==> src/rtl/empc_defs.svh <==
// Register map, field layout and reset constants of the metering configuration bank
// ----------------------------------------------------------------------------
// Summary of operation
// - Source codes pick six energies; 111 silences
// - Output one bits 0-2, 110 is total active
// - Output two bits 4-6, resets reactive
// - Output three bits 8-10, resets apparent
// - Output four bits 12-14, fundamental active
// - Bits 3,7,11,15 pick pulse constant a/b
// - Bits 16-18 read 100, 19-23 reserved
// - Bit 21 reactive sum mode, four-wire forces 0
// - Bit 20 active sum mode, four-wire forces 0
// - Bit 19 clear-on-read or cumulative energy
// - Bit 18 neutral in sum, four-wire forces 0
// - Bit 16 startup compares total or fundamental
// - Bits 12-14 per-phase reactive sign invert
// - Bits 8-10 per-phase active sign invert
// - Bits 0-6 bypass channel high-pass filters
// - Bits 22-23 reserved, read 01
// - Bits 0-2 gate per-phase active energy
// - Enables gate energy only, not power
// - Five more per-phase enable fields, reset off
// ----------------------------------------------------------------------------
`ifndef EMPC_DEFS_SVH
`define EMPC_DEFS_SVH

// ----------------------------------------------------------------------------
// Register offsets
// ----------------------------------------------------------------------------
`define EMPC_ADDR_PULSE_CFG   8'h60
`define EMPC_ADDR_METER_CFG   8'h61
`define EMPC_ADDR_METER_EN    8'h62

// ----------------------------------------------------------------------------
// Reset values, writable masks and fixed reserved contents
// ----------------------------------------------------------------------------
`define EMPC_PULSE_CFG_RESET  24'h043210
`define EMPC_PULSE_CFG_WMASK  24'h00FFFF
`define EMPC_PULSE_CFG_FIXED  24'h040000
`define EMPC_METER_CFG_RESET  24'h400000
`define EMPC_METER_CFG_WMASK  24'h3D777F
`define EMPC_METER_CFG_FIXED  24'h400000
`define EMPC_MCFG_WIRE3_MASK  24'h340000
`define EMPC_METER_EN_RESET   24'h000000
`define EMPC_METER_EN_WMASK   24'h777777

// ----------------------------------------------------------------------------
// Field positions
// ----------------------------------------------------------------------------
`define EMPC_FIELD_STRIDE     4
`define EMPC_CONST_SEL_OFS    3
`define EMPC_PULSE_RSVD_LSB   16
`define EMPC_PULSE_RSVD_VAL   3'h4
`define EMPC_MCFG_RSVD_LSB    22
`define EMPC_MCFG_RSVD_VAL    2'h1
`define EMPC_MCFG_QSUM_BIT    21
`define EMPC_MCFG_PSUM_BIT    20
`define EMPC_MCFG_ECUM_BIT    19
`define EMPC_MCFG_NSUM_BIT    18
`define EMPC_MCFG_START_BIT   16
`define EMPC_MCFG_QSIGN_LSB   12
`define EMPC_MCFG_PSIGN_LSB   8
`define EMPC_MCFG_HPF_LSB     0

// ----------------------------------------------------------------------------
// Pulse source codes
// ----------------------------------------------------------------------------
`define EMPC_SRC_TOT_ACTIVE   3'h0
`define EMPC_SRC_LAST_ENERGY  3'h5
`define EMPC_SRC_ALT_ACTIVE   3'h6
`define EMPC_SRC_OFF          3'h7

`endif

==> src/rtl/empc_pkg.sv <==
// Shared types of the metering configuration bank
package empc_pkg;
  typedef logic [2:0]  empc_src_t;
  typedef logic [23:0] empc_word_t;
  typedef logic [5:0]  empc_energy_t;
endpackage

==> src/rtl/empc_config_regs.sv <==
// Metering configuration bank: pulse routing, metering modes, meter enables
//
// Our own choice: the plain strobed port.
`timescale 1ns/10ps
`default_nettype none
`include "empc_defs.svh"
module empc_config_regs #(
  parameter int ADDR_W = 8,
  parameter int PHASES = 3
) (
  input  wire logic                   clock,
  input  wire logic                   reset_n,
  input  wire logic [ADDR_W-1:0]      regAddr,
  input  wire empc_pkg::empc_word_t   regWrData,
  input  wire logic                   regWrite,
  input  wire logic                   regRead,
  output empc_pkg::empc_word_t        regRdData,
  input  wire logic                   wiringModeSel,
  input  wire empc_pkg::empc_energy_t energyPulse,
  input  wire logic [17:0]            phaseEnergyTick,
  output logic [3:0]                  pulseOut,
  output logic [3:0]                  pulseConstSel,
  output logic                        reactiveSumMode,
  output logic                        activeSumMode,
  output logic                        energyReadClearMode,
  output logic                        neutralInVectorSum,
  output logic                        startupSourceSel,
  output logic [2:0]                  reactiveSignInvert,
  output logic [2:0]                  activeSignInvert,
  output logic [6:0]                  highpassBypass,
  output logic [17:0]                 meterEnable,
  output logic [17:0]                 accumTick
);
  // ----------------------------------------------------------------------------
  // Elaboration checks
  // ----------------------------------------------------------------------------
  if (ADDR_W < 7)
    $error("address too narrow for the register offsets");
  if (PHASES != 3)
    $error("field layout serves exactly three phases");

  // ----------------------------------------------------------------------------
  // Reset release
  // ----------------------------------------------------------------------------
  logic rstSync1;
  logic rstSync2;
  logic rstN;

  always_ff @(posedge clock or negedge reset_n)
  begin
    if (!reset_n)
    begin
      rstSync1 <= 1'b0;
      rstSync2 <= 1'b0;
    end
    else
    begin
      rstSync1 <= 1'b1;
      rstSync2 <= rstSync1;
    end
  end

  assign rstN = rstSync2;

  // ----------------------------------------------------------------------------
  // Register storage
  // ----------------------------------------------------------------------------
  empc_pkg::empc_word_t pulseCfg;
  empc_pkg::empc_word_t meterCfg;
  empc_pkg::empc_word_t enableCtl;
  empc_pkg::empc_word_t wire3Keep;
  logic                 hitPulse;
  logic                 hitMeter;
  logic                 hitEnable;

  assign hitPulse  = regAddr == ADDR_W'(`EMPC_ADDR_PULSE_CFG);
  assign hitMeter  = regAddr == ADDR_W'(`EMPC_ADDR_METER_CFG);
  assign hitEnable = regAddr == ADDR_W'(`EMPC_ADDR_METER_EN);

  // Four-wire mode keeps the three-wire-only bits at zero
  assign wire3Keep = wiringModeSel ? 24'hFFFFFF : ~`EMPC_MCFG_WIRE3_MASK;

  // Reserved bits never store, so they read fixed values
  always_ff @(posedge clock or negedge rstN)
  begin
    if (!rstN)
      pulseCfg <= `EMPC_PULSE_CFG_RESET;
    else if (regWrite && hitPulse)
      pulseCfg <= (regWrData & `EMPC_PULSE_CFG_WMASK) | `EMPC_PULSE_CFG_FIXED;
  end

  always_ff @(posedge clock or negedge rstN)
  begin
    if (!rstN)
      meterCfg <= `EMPC_METER_CFG_RESET;
    else if (regWrite && hitMeter)
      meterCfg <= (regWrData & `EMPC_METER_CFG_WMASK & wire3Keep)
                  | `EMPC_METER_CFG_FIXED;
    else
      meterCfg <= meterCfg & wire3Keep;
  end

  always_ff @(posedge clock or negedge rstN)
  begin
    if (!rstN)
      enableCtl <= `EMPC_METER_EN_RESET;
    else if (regWrite && hitEnable)
      enableCtl <= regWrData & `EMPC_METER_EN_WMASK;
  end

  // ----------------------------------------------------------------------------
  // Read port
  // ----------------------------------------------------------------------------
  always_ff @(posedge clock or negedge rstN)
  begin
    if (!rstN)
      regRdData <= '0;
    else if (regRead)
    begin
      if (hitPulse)
        regRdData <= pulseCfg;
      else if (hitMeter)
        regRdData <= meterCfg;
      else if (hitEnable)
        regRdData <= enableCtl;
      else
        regRdData <= '0;
    end
    else
      regRdData <= '0;
  end

  // ----------------------------------------------------------------------------
  // Metering controls
  // ----------------------------------------------------------------------------
  assign reactiveSumMode     = meterCfg[`EMPC_MCFG_QSUM_BIT];
  assign activeSumMode       = meterCfg[`EMPC_MCFG_PSUM_BIT];
  assign energyReadClearMode = meterCfg[`EMPC_MCFG_ECUM_BIT];
  assign neutralInVectorSum  = meterCfg[`EMPC_MCFG_NSUM_BIT];
  assign startupSourceSel    = meterCfg[`EMPC_MCFG_START_BIT];
  assign reactiveSignInvert  = meterCfg[`EMPC_MCFG_QSIGN_LSB +: 3];
  assign activeSignInvert    = meterCfg[`EMPC_MCFG_PSIGN_LSB +: 3];
  assign highpassBypass      = meterCfg[`EMPC_MCFG_HPF_LSB +: 7];

  // ----------------------------------------------------------------------------
  // Pulse outputs and meter enables
  // ----------------------------------------------------------------------------
  for (genvar i = 0; i < 4; i++)
  begin : g_pulse
    empc_pulse_route #(
      .ALT_ACTIVE (i == 0)
    ) u_route (
      .clock       (clock),
      .rstN        (rstN),
      .sourceSel   (pulseCfg[`EMPC_FIELD_STRIDE*i +: 3]),
      .energyPulse (energyPulse),
      .pulseOut    (pulseOut[i])
    );
    assign pulseConstSel[i] = pulseCfg[`EMPC_FIELD_STRIDE*i + `EMPC_CONST_SEL_OFS];
  end

  // Quantity order: active, reactive, apparent, then the three fundamentals
  for (genvar q = 0; q < 6; q++)
  begin : g_enable
    assign meterEnable[3*q +: 3] = enableCtl[`EMPC_FIELD_STRIDE*q +: 3];
  end

  // Power and RMS never pass here, so only accumulation is gated
  always_ff @(posedge clock or negedge rstN)
  begin
    if (!rstN)
      accumTick <= '0;
    else
      accumTick <= phaseEnergyTick & meterEnable;
  end
endmodule
`default_nettype wire

==> src/rtl/empc_pulse_route.sv <==
// One calibration pulse output: picks an energy pulse by its source code
`timescale 1ns/10ps
`default_nettype none
`include "empc_defs.svh"
module empc_pulse_route #(
  parameter bit ALT_ACTIVE = 1'b0
) (
  input  wire logic                  clock,
  input  wire logic                  rstN,
  input  wire empc_pkg::empc_src_t    sourceSel,
  input  wire empc_pkg::empc_energy_t energyPulse,
  output logic                       pulseOut
);
  logic next_pulseOut;

  always_comb
  begin
    next_pulseOut = 1'b0;
    if (sourceSel <= `EMPC_SRC_LAST_ENERGY)
    begin
      next_pulseOut = energyPulse[sourceSel];
    end
    else if (ALT_ACTIVE && sourceSel == `EMPC_SRC_ALT_ACTIVE)
    begin
      next_pulseOut = energyPulse[0];
    end
  end

  always_ff @(posedge clock or negedge rstN)
  begin
    if (!rstN)
      pulseOut <= 1'b0;
    else
      pulseOut <= next_pulseOut;
  end
endmodule
`default_nettype wire

==> config.mk <==
export PLATFORM = sky130hd
export DESIGN_NAME = empc_config_regs
export DESIGN_NICKNAME = d
export VERILOG_FILES = /design/src/rtl/empc_pkg.sv /design/src/rtl/empc_config_regs.sv /design/src/rtl/empc_pulse_route.sv
export VERILOG_INCLUDE_DIRS = /design/src /design/src/rtl
export SDC_FILE = /design/constraint.sdc
export NUM_CORES = 1
export LEC_CHECK = 0
export ABC_CLOCK_PERIOD_IN_PS = 6170
export BUFFER_PORTS_ARGS = -buffer_cell sky130_fd_sc_hd__buf_2
export CAP_MARGIN = 20
export CORE_MARGIN = 3
export CORE_UTILIZATION = 53
export DETAILED_ROUTE_END_ITERATION = 12
export GPL_TIMING_DRIVEN = 0
export HOLD_SLACK_MARGIN = 0.08
export PLACE_DENSITY = 0.85
export SYNTH_ARGS = -nofsm -noshare
export SYNTH_HDL_FRONTEND = slang
export SYNTH_SLANG_ARGS = --single-unit
==> constraint.sdc <==
create_clock -name clock -period 6.17 [get_ports clock]
set_clock_uncertainty 0.05 [all_clocks]
set_input_delay 1.234 -clock clock [delete_from_list [all_inputs] [get_ports clock]]
set_output_delay 1.234 -clock clock [all_outputs]
set_load 0.005 [all_outputs]
* After elaboration in Yosys (flattened, before gate mapping)
Cells that the tools add are included.
** Word-level totals
- Word-level logic and storage cells :: 48
- Bits in registers :: 106
** Operators by class
- Bitwise logic cells :: 3
- Magnitude comparators :: 8
- Reduce and logical (&&, ||, !) cells :: 3
- Equality and inequality tests :: 4
- Muxes and demuxes :: 19
** Operator list (number)
- two-way mux 24 bit :: 4
- AND 22 x 24 -> 24 bit :: 1
- AND 24 bit :: 1
- equality test 8 x 7 -> 1 bit (second input constant) :: 3
- two-way mux 23 bit :: 1
- two-way mux 22 bit :: 1
- AND 18 bit :: 1
- less-than comparator 3 x 4 -> 1 bit (second input constant) :: 4
- binary-select mux 1 bit (select 3 bit) :: 4
- <= comparator 3 bit (second input constant) :: 4
- two-way mux 1 bit :: 9
- equality test 3 bit (second input constant) :: 1
- logical AND 1 bit :: 3

* Depth between registers and ports, before layout
- Word-level depth :: 5
- Gate-level depth with buffers :: 6
- Gate-level depth less buffers :: 3

* Hierarchy
A second synthesis with hierarchy kept.
** Unflattened totals
- Cells, all modules :: 303
- Area, all modules :: 4162.7 um^2
** By module, submodules not included
- empc_config_regs :: instances 1, cells an instance 282, area each 3866.2 um^2
- empc_pulse_route at g_pulse[1].u_route ... :: instances 3, cells an instance 5, area each 72.6 um^2
- empc_pulse_route at g_pulse[0].u_route :: instances 1, cells an instance 6, area each 78.8 um^2

* Least setup slack after synthesis
No wires, ideal clock.
- Path kind :: input port to flip-flop
- From :: in regAddr[3]
- To :: reg meterCfg[10]
- Path slack :: 3160 ps
- Data arrival time :: 2835 ps
- Path buffers :: 1
- Stages on the path :: 4
- Cells stage by stage :: or4b_4 nor4_4 buf_8 mux2_4
** On the way
- Cells in the longest elaborated chain, start to end :: 3
** Ends and longest elaborated chain
- start: declaration :: RTL line empc_config_regs.sv:13 : input wire logic [ADDR_W-1:0] regAddr,
- equality test 8 x 7 -> 1 bit :: RTL line empc_config_regs.sv:77 : assign hitMeter = regAddr == ADDR_W'(`EMPC_ADDR_METER_CFG);
- logical AND 1 bit :: RTL line empc_config_regs.sv:96 : else if (regWrite && hitMeter)
- two-way mux 24 bit :: RTL line empc_config_regs.sv:96
- end signal: assignment :: RTL line empc_config_regs.sv:95 : meterCfg <= `EMPC_METER_CFG_RESET;
- end signal: assignment :: RTL line empc_config_regs.sv:97 : meterCfg <= (regWrData & `EMPC_METER_CFG_WMASK & wire3Keep)
- end signal: assignment :: RTL line empc_config_regs.sv:100 : meterCfg <= meterCfg & wire3Keep;
- end: declaration :: RTL line empc_config_regs.sv:69 : empc_pkg::empc_word_t meterCfg;
No other way between the ends.
A chain may end at the register's enable or synchronous reset.

* Final worst setup path
- From :: in regAddr[3]
- To :: reg meterCfg[12]
Same word-level chain as after synthesis.

==> run summary <==
The run finished with clean final reports. Entering global routing, the biggest net connects 58 pins. The share of the core filled with cells in the final layout is 0.702.

The CTS clock-pin slew for the worst setup and hold paths is 0.11 ns. In this run the worst path has a maximum fanout of 10. The average via count per standard cell came out at 5.20. The vertical die dimension came out at 93.9 um.

Across the run, the number of max-cap violations was 0. Synthesis inferred 101 register bits. The die covers 8820 um^2.

The setup violation total in the final timing report came out at 0. The capturing element type of the critical path is a register. For the worst setup path, the data arrival time is 3.28 ns.

The global-route wire length before repair came out at 15,200 um. The number of detailed-routing iterations run before antenna repair is 6. The net switching power is 0.308 mW. The worst max-slew margin expressed relative to the limit is 0.385. Routability-driven placement finished with a final weighted congestion of 0.771. Total power for the finished layout comes to 1.25 mW.

The number of buffers on the longest clock path is 2. In this run the horizontal extent of the chip is 93.9 um. The number of failing hold endpoints at the final stage is 0. The post-route setup TNS came out at 0 ns. sky130_fd_sc_hd__dfrtp_1 takes more of the synthesized area than any other cell. The starting density of the core came out at 0.556. The aggregate global-route resource usage is 0.228. The post-synthesis cell type count is 30. The min-delay analysis places its worst path in the category reg -> async.

Based on the critical path, the design can be clocked at up to 0.325 GHz. The number of H-tree levels came out at 3. The number of instances in the synthesized netlist came out at 293. The delay of the slowest cell on the worst path came out at 0.78 ns. Of the cells placed in the final design, the portion with a size suffix greater than 1 is 0.551. The worst setup path is launched from a primary input. The number of placed instances, taps included is 537.

The initial antenna violation count was 0. The number of post-CTS setup repair buffers is 0. The portion of synthesized cell area occupied by the leading cell type is 0.587. The number of nets produced by synthesis is 354. Clock tree synthesis found a total of 101 sinks. The share of total power dissipated in combinational logic is 0.090.

Among all stages on the critical path, the largest delay is contributed by sky130_fd_sc_hd__nor4_4. The initialized floorplan defines 31 standard-cell rows. The initial detailed-routing violation count came out at 99. The leakage power is 2.83 nW. Summed over all layers, the global routing overflow is 0. Of the available clock period, the critical path in the final layout requires 0.499. The areal power density over the cells is 242 nW/um^2. For this block, the routed nets add up to 9460 um of wire. Setup repair after global routing left no endpoint under its margin. The share of total power dissipated in the clock network is 0.344.

The internal power consumption is 0.943 mW. The root cell of the clock tree is sky130_fd_sc_hd__clkbuf_8. The share of total power dissipated in sequential elements is 0.566. The number of gates given a new drive strength after cts came out at 0.

The number of hold buffers added after CTS was 0. The clock latency at the later pin of the worst-skew pair came out at 0.37 ns. The share of the Yosys chip area taken by registers is 0.619. The per-instance average area after synthesis came out at 14.0 um^2. The total via count after detailed routing came out at 2,873. The average routed wire per standard cell came out at 17.1 um. The worst-case IR drop observed on VDD is 129 uV. The worst setup slack for register-to-register paths is 4.67 ns. The count of pins on the block boundary came out at 147. The count of buffers inserted at the top-level ports came out at 144.

The data required time at the worst endpoint is 6.37 ns. The remaining antenna violation count after routing is 0. The net count of the finished layout is 510. In the post-synthesis netlist, the biggest area contributors are sky130_fd_sc_hd__dfrtp_1, sky130_fd_sc_hd__mux2_2, sky130_fd_sc_hd__buf_4. For the pin with the worst max-slew slack, the measured transition is 0.916 ns. The switching power share of the total is 0.246. The antenna diode instance count came out at 0. The number of max-slew violations in the final report was 0.

The signal on the critical path passes through buf_2, or4b_4, nor4_4, buf_8, mux2_4. Excluding fillers, the count of instances in the completed layout stands at 553. For this run, the number of Yosys warnings is 0. The critical path is of the in -> reg type. The via count of the first global-routing pass came out at 3,082. The mapped cell area came out at 4090 um^2. The area added between synthesis and finish came out at 26.3%. The final critical path time including I/O delays and setup came out at 3.08 ns. The TritonCTS clock tree is done. The number of remaining DRC errors came out at 0.

The core outline area is 7370 um^2. The estimated wirelength of the detail-placed design came out at 7050 um. The number of CTS-inserted buffers is 9.
[final timing paths]
| path | from | cells after the start | end |
|---|---|---|---|
| hold / removal | rstN | 0 | enableCtl[20] |
| min in group clock | rstSync1 | 0 | rstN |
| max in group asynchronous | rstN | 1 | pulseCfg[12] |
| setup reg to reg | pulseCfg[12] | 2 | g_pulse[3].u_route.pulseOut |
| hold reg to reg | rstN | 0 | enableCtl[20] |
| setup / recovery | regAddr[3] | 5 | meterCfg[12] |
[synthesized netlist by cell type]
library cell	number
sky130_fd_sc_hd__dfrtp_1	96
sky130_fd_sc_hd__mux4_2	4
sky130_fd_sc_hd__and3b_1	1
sky130_fd_sc_hd__a21oi_1	1
sky130_fd_sc_hd__or2_2	2
sky130_fd_sc_hd__nor4b_1	1
sky130_fd_sc_hd__a22oi_1	4
sky130_fd_sc_hd__o22ai_1	12
sky130_fd_sc_hd__mux2_2	47
sky130_fd_sc_hd__o211ai_1	1
sky130_fd_sc_hd__nor3_2	1
sky130_fd_sc_hd__nand3b_1	2
sky130_fd_sc_hd__nand2_1	8
sky130_fd_sc_hd__buf_8	1
sky130_fd_sc_hd__nor4_4	2
sky130_fd_sc_hd__buf_6	1
sky130_fd_sc_hd__nor3_1	13
sky130_fd_sc_hd__clkbuf_1	6
sky130_fd_sc_hd__mux2_4	6
sky130_fd_sc_hd__and3_1	5
sky130_fd_sc_hd__conb_1	2
sky130_fd_sc_hd__dfstp_2	5
sky130_fd_sc_hd__nor2_1	20
sky130_fd_sc_hd__buf_4	18
sky130_fd_sc_hd__nor2b_1	2
sky130_fd_sc_hd__and2_1	19
sky130_fd_sc_hd__mux2i_1	8
sky130_fd_sc_hd__inv_1	2
sky130_fd_sc_hd__o21ai_0	2
sky130_fd_sc_hd__or4b_4	1
[layout by cell type, fill, tap and decap left out, drive strengths merged, types with 4 or more instances in the layout]
cell type	Yosys	final
nand2	8	8
and2	19	19
and3	5	5
nor2	20	20
a22oi	4	4
buf	20	165
clkbuf	6	15
inv	2	6
dfrtp	96	96
mux4	4	4
nor3	14	14
dfstp	5	5
mux2i	8	8
mux2	53	53
o22ai	12	12
[power by group through the flow]
stage,Sequential (mW),Clock [mW],Combinational [mW]
after floorplan,0.722,0,0.0534
after global placement,0.726,0,0.101
after detailed placement,0.722,0,0.114
after CTS,0.709,0.438,0.115
after global routing,0.713,0.468,0.125
final,0.708,0.430,0.113
[worst max-delay path: cells and delay by family]
family | cells | cell delay, ns
buf+inv | 2 | 0.36
mux | 1 | 0.31
simple gates | 2 | 1.36
[logic make-up after synthesis]
logic type,count (synthesis),synth area share
buf+inv,28,0.0468
simple gates,77,0.108
compound gates,20,0.0312
mux,65,0.193
other cells,2,0.00183
flops,101,0.619
[sequential cells by signal, indices dropped and copies added (netlist names)]
| name | flops |
|---|---|
| regRdData | 24 |
| g_pulse.u_route.pulseOut | 4 |
| rstN | 1 |
| pulseCfg | 16 |
| enableCtl | 18 |
| meterCfg | 19 |
| rstSync1 | 1 |
| accumTick | 18 |
[per-stage QoR]
step / setup slack, ns / area (um^2) / hold WS (ns)
finish: 3.09 / 5170 / 0.281
CTS: 3.10 / 5170 / 0.308
global route: 3.06 / 5170 / 0.340
detailed placement: 2.71 / 4970 / 0.290
global placement: 2.13 / 4940 / 0.293
floorplan: 3.11 / 4090 / 0.281
[routing by layer]
layer	wire length, um	global-route usage	up-vias	part of all wire
li1	-	-	1321	-
met1	3810	0.276	1437	0.40
met2	4880	0.391	99	0.52
met3	562	0.0617	16	0.059
met4	199	0.0794	0	0.021
met5	0	0	-	0
[area by class of cell]
class                   instances  area [um^2]
plain buffers                  26          184
clock buffers                   9          124
clock inverters                 7         77.6
fillers                       522         2200
inverters                       2         7.51
multi-input cells             164         1370
flip-flops and latches        101         2540
well taps                      99          124
repair buffers                145          748
Power figures use the tool's default switching activity.
